$ cat config.mk
export PLATFORM = sky130hd
export DESIGN_NAME = pcacr_top
export DESIGN_NICKNAME = d
export VERILOG_FILES = /design/src/hdl/pcacr_pkg.sv /design/src/hdl/pcacr_ccmem.sv /design/src/hdl/pcacr_top.sv
export VERILOG_INCLUDE_DIRS = /design/src /design/src/hdl
export SDC_FILE = /design/constraint.sdc
export NUM_CORES = 1
export LEC_CHECK = 0
export BUFFER_PORTS_ARGS = -buffer_cell sky130_fd_sc_hd__buf_2
export CAP_MARGIN = 20
export CORE_MARGIN = 2
export CORE_UTILIZATION = 37
export DETAILED_ROUTE_END_ITERATION = 8
export PLACE_DENSITY_LB_ADDON = 0.2
export REMOVE_ABC_BUFFERS = 1
export SYNTH_ARGS = -nofsm -noshare
export SYNTH_HDL_FRONTEND = slang
export SYNTH_SLANG_ARGS = --single-unit
$ cat constraint.sdc
create_clock -name clk -period 1.8 [get_ports clk]
set_input_delay 0.36 -clock clk [delete_from_list [all_inputs] [get_ports clk]]
set_output_delay 0.36 -clock clk [all_outputs]
set_load 0.05 [all_outputs]
$ cat src/hdl/pcacr_defs.svh
// Address map, field positions and reset values of the counter-array register block.
`ifndef PCACR_DEFS_SVH
`define PCACR_DEFS_SVH

// ============================================================================
// Register addresses on the special-function-register bus
`define PCACR_ADDR_CNT_LO   8'hF9
`define PCACR_ADDR_CNT_HI   8'hFA
`define PCACR_ADDR_MODE0    8'hDA
`define PCACR_ADDR_CPL0     8'hFB
`define PCACR_ADDR_CPH0     8'hFC
`define PCACR_ADDR_CPL1     8'hE9
`define PCACR_ADDR_CPH1     8'hEA
`define PCACR_ADDR_CPL2     8'hEB
`define PCACR_ADDR_CPH2     8'hEC
`define PCACR_ADDR_CPL3     8'hED
`define PCACR_ADDR_CPH3     8'hEE
`define PCACR_ADDR_CPL4     8'hFD
`define PCACR_ADDR_CPH4     8'hFE
`define PCACR_ADDR_CPL5     8'hCE
`define PCACR_ADDR_CPH5     8'hCF

// ============================================================================
// Fields, sizes and reset values
`define PCACR_NUM_MOD       6
`define PCACR_WDT_MOD       5
`define PCACR_CMP_EN_BIT    6
`define PCACR_RELOAD_BASE   5'h0C
`define PCACR_MEM_DEPTH     24
`define PCACR_RST_BYTE      8'h00
`define PCACR_RST_WORD      16'h0000
`define PCACR_UNMAPPED      8'h00

`endif

$ cat src/hdl/pcacr_pkg.sv
// Types shared by the counter-array register block.
package pcacr_pkg;

    typedef struct packed {
        logic [7:0] addr;
        logic [7:0] wdata;
        logic       wr;
        logic       rd;
    } pcacr_sfr_req_t;

    typedef struct packed {
        logic       en;
        logic [4:0] idx;
        logic [7:0] data;
    } pcacr_mem_wr_t;

endpackage

$ cat src/hdl/pcacr_ccmem.sv
// Byte store for the capture/compare and auto-reload values of all modules.
`timescale 1ns/1ps
`include "pcacr_defs.svh"

module pcacr_ccmem (
    // Clock and reset
    input  wire logic                  clk,
    input  wire logic                  rst_n,
    // Write port
    input  wire pcacr_pkg::pcacr_mem_wr_t wr,
    // Read port
    input  wire logic                  rd_en,
    input  wire logic [4:0]            rd_idx,
    output logic [7:0]                 rd_data,
    // Stored values, module m in bits 16*m+15 down to 16*m
    output logic [95:0]                cc_values,
    output logic [95:0]                reload_values
);

    logic [7:0] mem_ff     [0:`PCACR_MEM_DEPTH-1];
    logic [7:0] nxt_mem    [0:`PCACR_MEM_DEPTH-1];
    logic [7:0] rd_data_ff;
    logic [7:0] nxt_rd_data;

    // ========================================================================
    // Storage
    always_comb begin
        for (int i = 0; i < `PCACR_MEM_DEPTH; i++) begin
            nxt_mem[i] = mem_ff[i];
        end
        if (wr.en && (wr.idx < 5'(`PCACR_MEM_DEPTH))) begin
            nxt_mem[wr.idx] = wr.data;
        end
        nxt_rd_data = rd_data_ff;
        if (rd_en) begin
            nxt_rd_data = (rd_idx < 5'(`PCACR_MEM_DEPTH)) ? mem_ff[rd_idx] : `PCACR_UNMAPPED;
        end
    end

    always_ff @(posedge clk or negedge rst_n) begin
        if (!rst_n) begin
            for (int i = 0; i < `PCACR_MEM_DEPTH; i++) begin
                mem_ff[i] <= `PCACR_RST_BYTE;
            end
            rd_data_ff <= `PCACR_RST_BYTE;
        end else begin
            for (int i = 0; i < `PCACR_MEM_DEPTH; i++) begin
                mem_ff[i] <= nxt_mem[i];
            end
            rd_data_ff <= nxt_rd_data;
        end
    end

    assign rd_data = rd_data_ff;

    // ========================================================================
    // Flattened views
    for (genvar m = 0; m < `PCACR_NUM_MOD; m++) begin : g_view
        assign cc_values[16*m +: 16]     = {mem_ff[2*m+1], mem_ff[2*m]};
        assign reload_values[16*m +: 16] = {mem_ff[12+2*m+1], mem_ff[12+2*m]};
    end

endmodule // pcacr_ccmem

$ cat src/hdl/pcacr_top.sv
// Register access logic of the programmable counter array.
`timescale 1ns/1ps
`include "pcacr_defs.svh"

module pcacr_top (
    // Clock and reset
    input  wire logic                     clk,
    input  wire logic                     rst_n,
    // Register bus, one request per cycle
    input  wire pcacr_pkg::pcacr_sfr_req_t sfr_req,
    output logic [7:0]                    sfr_rdata,
    output logic                          sfr_rvalid,
    // Control bits from elsewhere in the array
    input  wire logic                     wdt_enable,
    input  wire logic                     reload_select,
    input  wire logic                     cnt_inc,
    // Register contents for the counting and compare logic
    output logic [15:0]                   array_counter,
    output logic [5:0]                    compare_enable,
    output logic [47:0]                   mode_regs,
    output logic [95:0]                   cc_values,
    output logic [95:0]                   reload_values
);

    logic [15:0] counter_ff;
    logic [15:0] nxt_counter;
    logic [7:0]  snap_ff;
    logic [7:0]  nxt_snap;
    logic [7:0]  mode_ff     [0:`PCACR_NUM_MOD-1];
    logic [7:0]  nxt_mode    [0:`PCACR_NUM_MOD-1];
    logic [7:0]  own_rd_ff;
    logic [7:0]  nxt_own_rd;
    logic        mem_sel_ff;
    logic        nxt_mem_sel;
    logic        pend_ff;
    logic        nxt_pend;
    logic [7:0]  rdata_ff;
    logic [7:0]  nxt_rdata;
    logic        rvalid_ff;
    logic        nxt_rvalid;
    logic [5:0]  lo_hit;
    logic [5:0]  hi_hit;
    logic [5:0]  mode_hit;
    logic        cap_hit;
    logic [4:0]  mem_idx;
    logic [7:0]  mem_rd;
    logic        hit_cnt_lo;
    logic        hit_cnt_hi;
    pcacr_pkg::pcacr_mem_wr_t mem_wr;

    // ========================================================================
    // Address decode
    function automatic logic [7:0] cap_addr(input int m, input logic hi);
        logic [7:0] a;
        a = `PCACR_UNMAPPED;
        case (m)
            0: a = hi ? `PCACR_ADDR_CPH0 : `PCACR_ADDR_CPL0;
            1: a = hi ? `PCACR_ADDR_CPH1 : `PCACR_ADDR_CPL1;
            2: a = hi ? `PCACR_ADDR_CPH2 : `PCACR_ADDR_CPL2;
            3: a = hi ? `PCACR_ADDR_CPH3 : `PCACR_ADDR_CPL3;
            4: a = hi ? `PCACR_ADDR_CPH4 : `PCACR_ADDR_CPL4;
            5: a = hi ? `PCACR_ADDR_CPH5 : `PCACR_ADDR_CPL5;
            default: a = `PCACR_UNMAPPED;
        endcase
        return a;
    endfunction

    for (genvar m = 0; m < `PCACR_NUM_MOD; m++) begin : g_dec
        assign lo_hit[m]   = (sfr_req.addr == cap_addr(m, 1'b0));
        assign hi_hit[m]   = (sfr_req.addr == cap_addr(m, 1'b1));
        assign mode_hit[m] = (sfr_req.addr == (`PCACR_ADDR_MODE0 + 8'(m)));
        assign mode_regs[8*m +: 8]  = mode_ff[m];
        assign compare_enable[m]    = mode_ff[m][`PCACR_CMP_EN_BIT];
    end

    assign hit_cnt_lo = (sfr_req.addr == `PCACR_ADDR_CNT_LO);
    assign hit_cnt_hi = (sfr_req.addr == `PCACR_ADDR_CNT_HI);
    assign cap_hit    = |(lo_hit | hi_hit);

    // The reload bank sits above the capture bank in the byte store.
    always_comb begin
        mem_idx = 5'h00;
        for (int m = 0; m < `PCACR_NUM_MOD; m++) begin
            if (lo_hit[m] || hi_hit[m]) begin
                mem_idx = 5'(2 * m) + 5'(hi_hit[m]);
            end
        end
        if (reload_select) begin
            mem_idx = mem_idx + `PCACR_RELOAD_BASE;
        end
    end

    // ========================================================================
    // Counter and snapshot
    always_comb begin
        nxt_counter = counter_ff + 16'(cnt_inc);
        nxt_snap    = snap_ff;
        if (sfr_req.wr && !wdt_enable && hit_cnt_lo) begin
            nxt_counter[7:0] = sfr_req.wdata;
        end
        if (sfr_req.wr && !wdt_enable && hit_cnt_hi) begin
            nxt_counter[15:8] = sfr_req.wdata;
        end
        if (sfr_req.rd && hit_cnt_lo) begin
            nxt_snap = counter_ff[15:8];
        end
    end

    always_ff @(posedge clk or negedge rst_n) begin
        if (!rst_n) begin
            counter_ff <= `PCACR_RST_WORD;
            snap_ff    <= `PCACR_RST_BYTE;
        end else begin
            counter_ff <= nxt_counter;
            snap_ff    <= nxt_snap;
        end
    end

    assign array_counter = counter_ff;

    // ========================================================================
    // Mode registers and compare enable side effects
    always_comb begin
        for (int m = 0; m < `PCACR_NUM_MOD; m++) begin
            nxt_mode[m] = mode_ff[m];
            if (sfr_req.wr && mode_hit[m] && !(wdt_enable && (m == `PCACR_WDT_MOD))) begin
                nxt_mode[m] = sfr_req.wdata;
            end
            if (sfr_req.wr && lo_hit[m]) begin
                nxt_mode[m][`PCACR_CMP_EN_BIT] = 1'b0;
            end
            if (sfr_req.wr && hi_hit[m]) begin
                nxt_mode[m][`PCACR_CMP_EN_BIT] = 1'b1;
            end
        end
    end

    always_ff @(posedge clk or negedge rst_n) begin
        if (!rst_n) begin
            for (int m = 0; m < `PCACR_NUM_MOD; m++) begin
                mode_ff[m] <= `PCACR_RST_BYTE;
            end
        end else begin
            for (int m = 0; m < `PCACR_NUM_MOD; m++) begin
                mode_ff[m] <= nxt_mode[m];
            end
        end
    end

    // ========================================================================
    // Capture/compare and reload byte store
    assign mem_wr.en   = sfr_req.wr && cap_hit;
    assign mem_wr.idx  = mem_idx;
    assign mem_wr.data = sfr_req.wdata;

    pcacr_ccmem u_ccmem (
        .clk           (clk),
        .rst_n         (rst_n),
        .wr            (mem_wr),
        .rd_en         (sfr_req.rd && cap_hit),
        .rd_idx        (mem_idx),
        .rd_data       (mem_rd),
        .cc_values     (cc_values),
        .reload_values (reload_values)
    );

    // ========================================================================
    // Read path: data appear two cycles after the read request.
    always_comb begin
        nxt_own_rd = `PCACR_UNMAPPED;
        if (hit_cnt_lo) begin
            nxt_own_rd = counter_ff[7:0];
        end
        if (hit_cnt_hi) begin
            nxt_own_rd = snap_ff;
        end
        for (int m = 0; m < `PCACR_NUM_MOD; m++) begin
            if (mode_hit[m]) begin
                nxt_own_rd = mode_ff[m];
            end
        end
        if (!sfr_req.rd) begin
            nxt_own_rd = own_rd_ff;
        end
        nxt_mem_sel = sfr_req.rd ? cap_hit : mem_sel_ff;
        nxt_pend    = sfr_req.rd;
        nxt_rdata   = pend_ff ? (mem_sel_ff ? mem_rd : own_rd_ff) : rdata_ff;
        nxt_rvalid  = pend_ff;
    end

    always_ff @(posedge clk or negedge rst_n) begin
        if (!rst_n) begin
            own_rd_ff  <= `PCACR_RST_BYTE;
            mem_sel_ff <= 1'b0;
            pend_ff    <= 1'b0;
            rdata_ff   <= `PCACR_RST_BYTE;
            rvalid_ff  <= 1'b0;
        end else begin
            own_rd_ff  <= nxt_own_rd;
            mem_sel_ff <= nxt_mem_sel;
            pend_ff    <= nxt_pend;
            rdata_ff   <= nxt_rdata;
            rvalid_ff  <= nxt_rvalid;
        end
    end

    assign sfr_rdata  = rdata_ff;
    assign sfr_rvalid = rvalid_ff;

    for (genvar m = 0; m < `PCACR_NUM_MOD; m++) begin : g_chk

    end
endmodule // pcacr_top

=== Yosys cells after proc, flatten, opt, wreduce, memory -nomap -nowiden ===
Index checks and enable logic that the tools add are counted.

* Flip-flop bits (word level): 291

* Muxes and demuxes: 43
* $lt $le $gt $ge: 3
* Add/sub/neg operators: 7
* Bitwise operators: 2
* Reduce and logical (&&, ||, !) cells: 41
* Equal/unequal tests: 20

{| class="wikitable"
|+ Operators by type and width
! kind !! count
|-
| $bwmux W192 || 1
|-
| $eq A8 B8 Y1 const B || 20
|-
| $mux W8 || 15
|-
| $mux W7 || 6
|-
| $bmux W8 S5 || 1
|-
| $demux W8 S5 || 1
|-
| $logic_and A1 B1 Y1 || 27
|-
| $reduce_bool A3 Y1 || 6
|-
| $add A16 B1 Y16 || 1
|-
| $mux W5 || 3
|-
| $mux W1 || 13
|-
| $add A4 B1 Y5 const A || 2
|-
| $add A3 B1 Y4 const A || 2
|-
| $mux W4 || 2
|-
| $ge A6 B6 Y1 const B || 1
|-
| $logic_or A1 B1 Y1 || 6
|-
| $lt A6 B1 Y1 const B || 1
|-
| $not A5 Y6 || 1
|-
| $or A6 B6 Y6 || 1
|-
| $reduce_or A6 Y1 || 1
|-
| $add A5 B4 Y5 const B || 1
|-
| $lt A5 B5 Y1 const B || 1
|-
| $add A2 B1 Y3 const A || 1
|-
| $mux W3 || 1
|-
| $logic_not A1 Y1 || 1
|}

=== Depth between registers and ports, before layout ===
* Depth after elaboration: 16
* Depth in mapped cells: 13
* Gate-level depth less buffers: 11

=== Hierarchy ===
Synthesis repeated with hierarchy kept, for this count alone.

* Cell total of the unflattened synthesis: 1056
* Area, all modules: 13935.9 sq um

{| class="wikitable"
|+ By module, submodules not included
! module !! area an instance (sq um) !! instances !! cells each
|-
| pcacr_ccmem || 9120.0 || 1 || 587
|-
| pcacr_top || 4815.9 || 1 || 469
|}

=== Worst setup path after synthesis ===
Ideal clock, no wire load.

* Kind: in2reg
* Start point: in sfr_req[12] (netlist name)
* End point: reg u_ccmem.mem_ff, in the netlist u_ccmem.reload_values[2]
* Path buffers: 1
* Setup time: 0.125 ns
* Data required time: 1.675 ns
* Stages: 12
* Setup slack: -1.624 ns
* Arrival time: 3.299 ns
* Path through: buf_2 nand3b_1 a211oi_4 inv_2 ha_1 or3b_1 and2_1 a21boi_1 a31oi_2 nor2_1 nand2_1 mux2_2

* Longest elaborated chain between the ends: 16
* Elaborated cells on any way between the ends: 43

{| class="wikitable"
|+ RTL lines
! what !! line !! RTL
|-
| from (decl) || pcacr_top.sv:10 || <nowiki>input wire pcacr_pkg::pcacr_sfr_req_t sfr_req,</nowiki>
|-
| branches (longest 16 deep; another with $ge A6 B6 Y1) || -- ||
|-
| to (signal, indexed assignment) || pcacr_ccmem.sv:43 || <nowiki>mem_ff[i] <= `PCACR_RST_BYTE;</nowiki>
|-
| to (signal, indexed assignment) || pcacr_ccmem.sv:48 || <nowiki>mem_ff[i] <= nxt_mem[i];</nowiki>
|-
| to (decl) || pcacr_ccmem.sv:20 || <nowiki>logic [7:0] mem_ff [0:`PCACR_MEM_DEPTH-1];</nowiki>
|}

Several ways; the timed one is not identified.
A chain may end at the register's enable or synchronous reset.

=== Final worst setup path ===
* Start point: in sfr_req[15] (netlist name)
* End point: reg u_ccmem.mem_ff, in the netlist u_ccmem.cc_values[63]

Same word-level chain as after synthesis.

==> run summary <==
Pwr Total -> 0.0173 W
Die ar. -> 0.0394 mm2
GPL Wtd Cong -> 0.896
DRC Markers -> 0
syn_area_per_cell -> 11.5 um2
post-synthesis mux area share -> 23.3%
final setup fails -> 200
critical path data arrival time -> 3.15 ns
All-Layer GR Usage -> 25.9%
initial antenna violation count -> 4
synth top area cells -> dfrtp_1 52%, mux2_2 21%, nand2_1 4.1%
clock buffer count from CTS -> 31
# placed instances -> 2127
port bufs -> 293
CP Data Required Time -> 2.27 ns
non-filler cells, final -> 2197
Compound-Gate Fraction of Synth Area -> 9.12%
final instance area -> 0.0198 mm2
synth unique cells -> 72
ys flop type -> dfrtp_1
area added between synthesis and finish -> 41.7%
Nets -> 1683
Synth Instances -> 1211
number of synthesized flops with an enable pin -> 0
Yosys warnings -> 0
Yosys top cell by area -> dfrtp_1
setup skew after layout -> 0.0255 ns
dpl hpwl -> 36600 um
Pre-antenna DRT Iters -> 5
Reg2Reg Launch Point -> u_ccmem.cc_values[32]
grt total ovfl -> 0
largest net degree at the start of global routing -> 47
number of global-route vias before repair -> 11.9k
first-pass GRT wire length -> 76400 um
Worst Max-Slew Pin Slew -> 0.554 ns
Leak -> 10.4 nW
antenna-violating nets left -> 0
# clock sinks -> 291
RSZ-0062 raised after global routing -> yes
io pins -> 294
CTS tree -> built
sequential cell area -> 0.00728 mm2
DR vias -> 11.9k
Iter 0 DRT Violations -> 646
DR WL/cell -> 23.5 um
max-slew violations -> 0
max cap viols -> 0
Initial Util -> 37.4%
worst rel slew slack -> 62.8%
Core Footprint -> 0.0374 mm2
most frequent cells after synthesis -> 291 x dfrtp_1, 258 x mux2_2, 152 x nand2_1
Peak Freq -> 374 MHz
XOR/XNOR share of the synthesized area -> 1.12%
Seq cells post-synth -> 291
post-synthesis sequential area ratio -> 52.1%
top-count cell post-synth -> dfrtp_1
Crit. End Element -> register
Critical path origin -> sfr_req[15]
Root Driver -> clkbuf_16
Synth top area share -> 52.1%
Final period util -> 149%
failing checks -> negative setup slack
Synth Area in Simple Gates -> 11.2%
Longest Clk Path Bufs -> 3
die height -> 198 um
CTS clk-pin slew, worst paths -> 0.06 ns
Tmin final -> 2.68 ns
area of the multi-input gates -> 0.00719 mm2
fillcell total -> 3305
worst hold path type -> in -> reg
Max H-tree Level -> 1
Hold Violations, Final -> 0
Final Util -> 53.0%
Setup WS post-layout -> -0.876 ns
largest family of logic cells by synthesized area -> multiplexers
drt total wl -> 51600 um
asr flop ratio synth -> 100%
CP Class -> in -> reg
layout cells sized above 1 -> 52.7%
# rows -> 71
outcome -> finished, violations left
CP max FO -> 8
pwr dens -> 872 mW/mm2
Synth Area in Adders -> 0.269%
cell area after synthesis -> 0.0140 mm2
Max VDD drop -> 743 uV
Worst setup SP type -> input pin
routed vias/inst -> 5.40
dpl cell area -> 0.0176 mm2
Clock Latency Late Sink -> 0.59 ns
hold path start -> cnt_inc
die width -> 198 um
-- worst max-delay path: stages --
cell and delay (ns):
buf_8 0.10, or3b_1 0.36, a311o_1 0.31, ha_1 0.32, or3b_4 0.39, and2_4 0.15
a21boi_4 0.14, a31oi_4 0.20, buf_6 0.17, nor3_4 0.05, buf_12 0.15, nand2_8 0.10
mux2_2 0.34
-- routing by layer --
layer  track usage (%)  routed length, um
met1              36.3              23000
met2              40.9              23700
met3              5.34               3710
met4              6.77               1200
met5                 0                 11
-- cells by family (layout without fill, tap and decap cells) --
family          count (synthesis)  in the layout
other cells                     0              4
compound gates                181            181
fa+ha+maj                       3              3
simple gates                  331            331
mux                           292            292
buf+inv                        96            567
xor+xnor                       17             17
flops                         291            291
-- sequential cells by signal, indices dropped and copies added (netlist names), 6 cells and up --
register	cells
array_counter	16
compare_enable	6
mode_regs	42
own_rd_ff	8
sfr_rdata	8
snap_ff	8
u_ccmem.cc_values	96
u_ccmem.rd_data	8
u_ccmem.reload_values	96
-- what timing repair did --
action,in CTS,in global routing
hold buffers,1,0
gates resized for setup,217,30
gates cloned,1,0
hold endpoints to repair,35,0
pin swaps,35,7
buffers inserted,6,1
setup endpoints to repair,201,219
-- layout make-up --
cell class                      instances  share of cell area, %
Antenna cell                            4                 0.0505
Clock buffer                           42                   4.48
Clock inverter                         16                   1.21
Inverter                               10                  0.189
Multi-Input combinational cell        824                   36.3
Sequential cell                       291                   36.8
Tap cell                              511                   3.23
Timing Repair Buffer                  499                   17.8
-- final timing paths --
| kind | endpoint | slack, ns | cells after the start |
|---|---|---|---|
| hold reg to reg | u_ccmem.rd_data[0] | 0.50 | 2 |
| min in group asynchronous | u_ccmem.reload_values[48] | 0.28 | 2 |
| setup / recovery | u_ccmem.cc_values[63] | -0.88 | 13 |
| max in group asynchronous | u_ccmem.cc_values[66] | 0.80 | 4 |
| setup reg to reg | u_ccmem.rd_data[0] | 0.02 | 6 |
| hold / removal | array_counter[0] | 0.14 | 3 |
-- cells in the final DEF, fill, tap and decap left out, types with 5 or more instances in the layout --
master | Yosys | final
a21oi_1 | 40 | 40
nor3_1 | 11 | 11
and2_1 | 7 | 6
a222oi_1 | 7 | 7
nand2b_1 | 7 | 6
xor2_1 | 9 | 9
a211oi_1 | 11 | 7
clkbuf_8 | 0 | 7
nand4b_1 | 5 | 5
mux2_4 | 0 | 164
a22oi_1 | 12 | 11
bufinv_16 | 0 | 6
buf_4 | 6 | 156
a31oi_1 | 18 | 17
nand4_1 | 5 | 5
dfrtp_1 | 291 | 291
clkbuf_16 | 0 | 31
xnor2_1 | 7 | 7
o22ai_1 | 5 | 5
o21ai_0 | 31 | 28
buf_2 | 15 | 289
clkinv_2 | 0 | 7
and3_1 | 12 | 12
buf_12 | 0 | 34
buf_6 | 1 | 16
nand2_1 | 152 | 138
inv_1 | 9 | 8
mux2_2 | 258 | 100
nand3_1 | 44 | 43
nand2_2 | 10 | 16
mux2i_1 | 28 | 28
nor2_1 | 53 | 48
-- where the power goes --
group | switching, W | internal (W) | total, W | leakage [nW]
clock network | 0.00276 | 0.00430 | 0.00706 | 0.554
registers | 0.000354 | 0.00687 | 0.00723 | 3.99
logic | 0.00202 | 0.000973 | 0.00300 | 5.90
total | 0.00514 | 0.0121 | 0.0173 | 10.4
-- through the flow --
stage | setup slack, ns | TNS [ns] | hold slack, ns
CTS | -0.811 | -144.90 | 0.113
global route | -0.913 | -158.46 | 0.128
floorplan | -2.43 | -349.82 | 0.0644
detailed placement | -1.62 | -324.54 | 0.287
global placement | -1.66 | -327.96 | 0.286
finish | -0.876 | -146.79 | 0.136
Note: power is estimated with default switching activity, not from simulation.
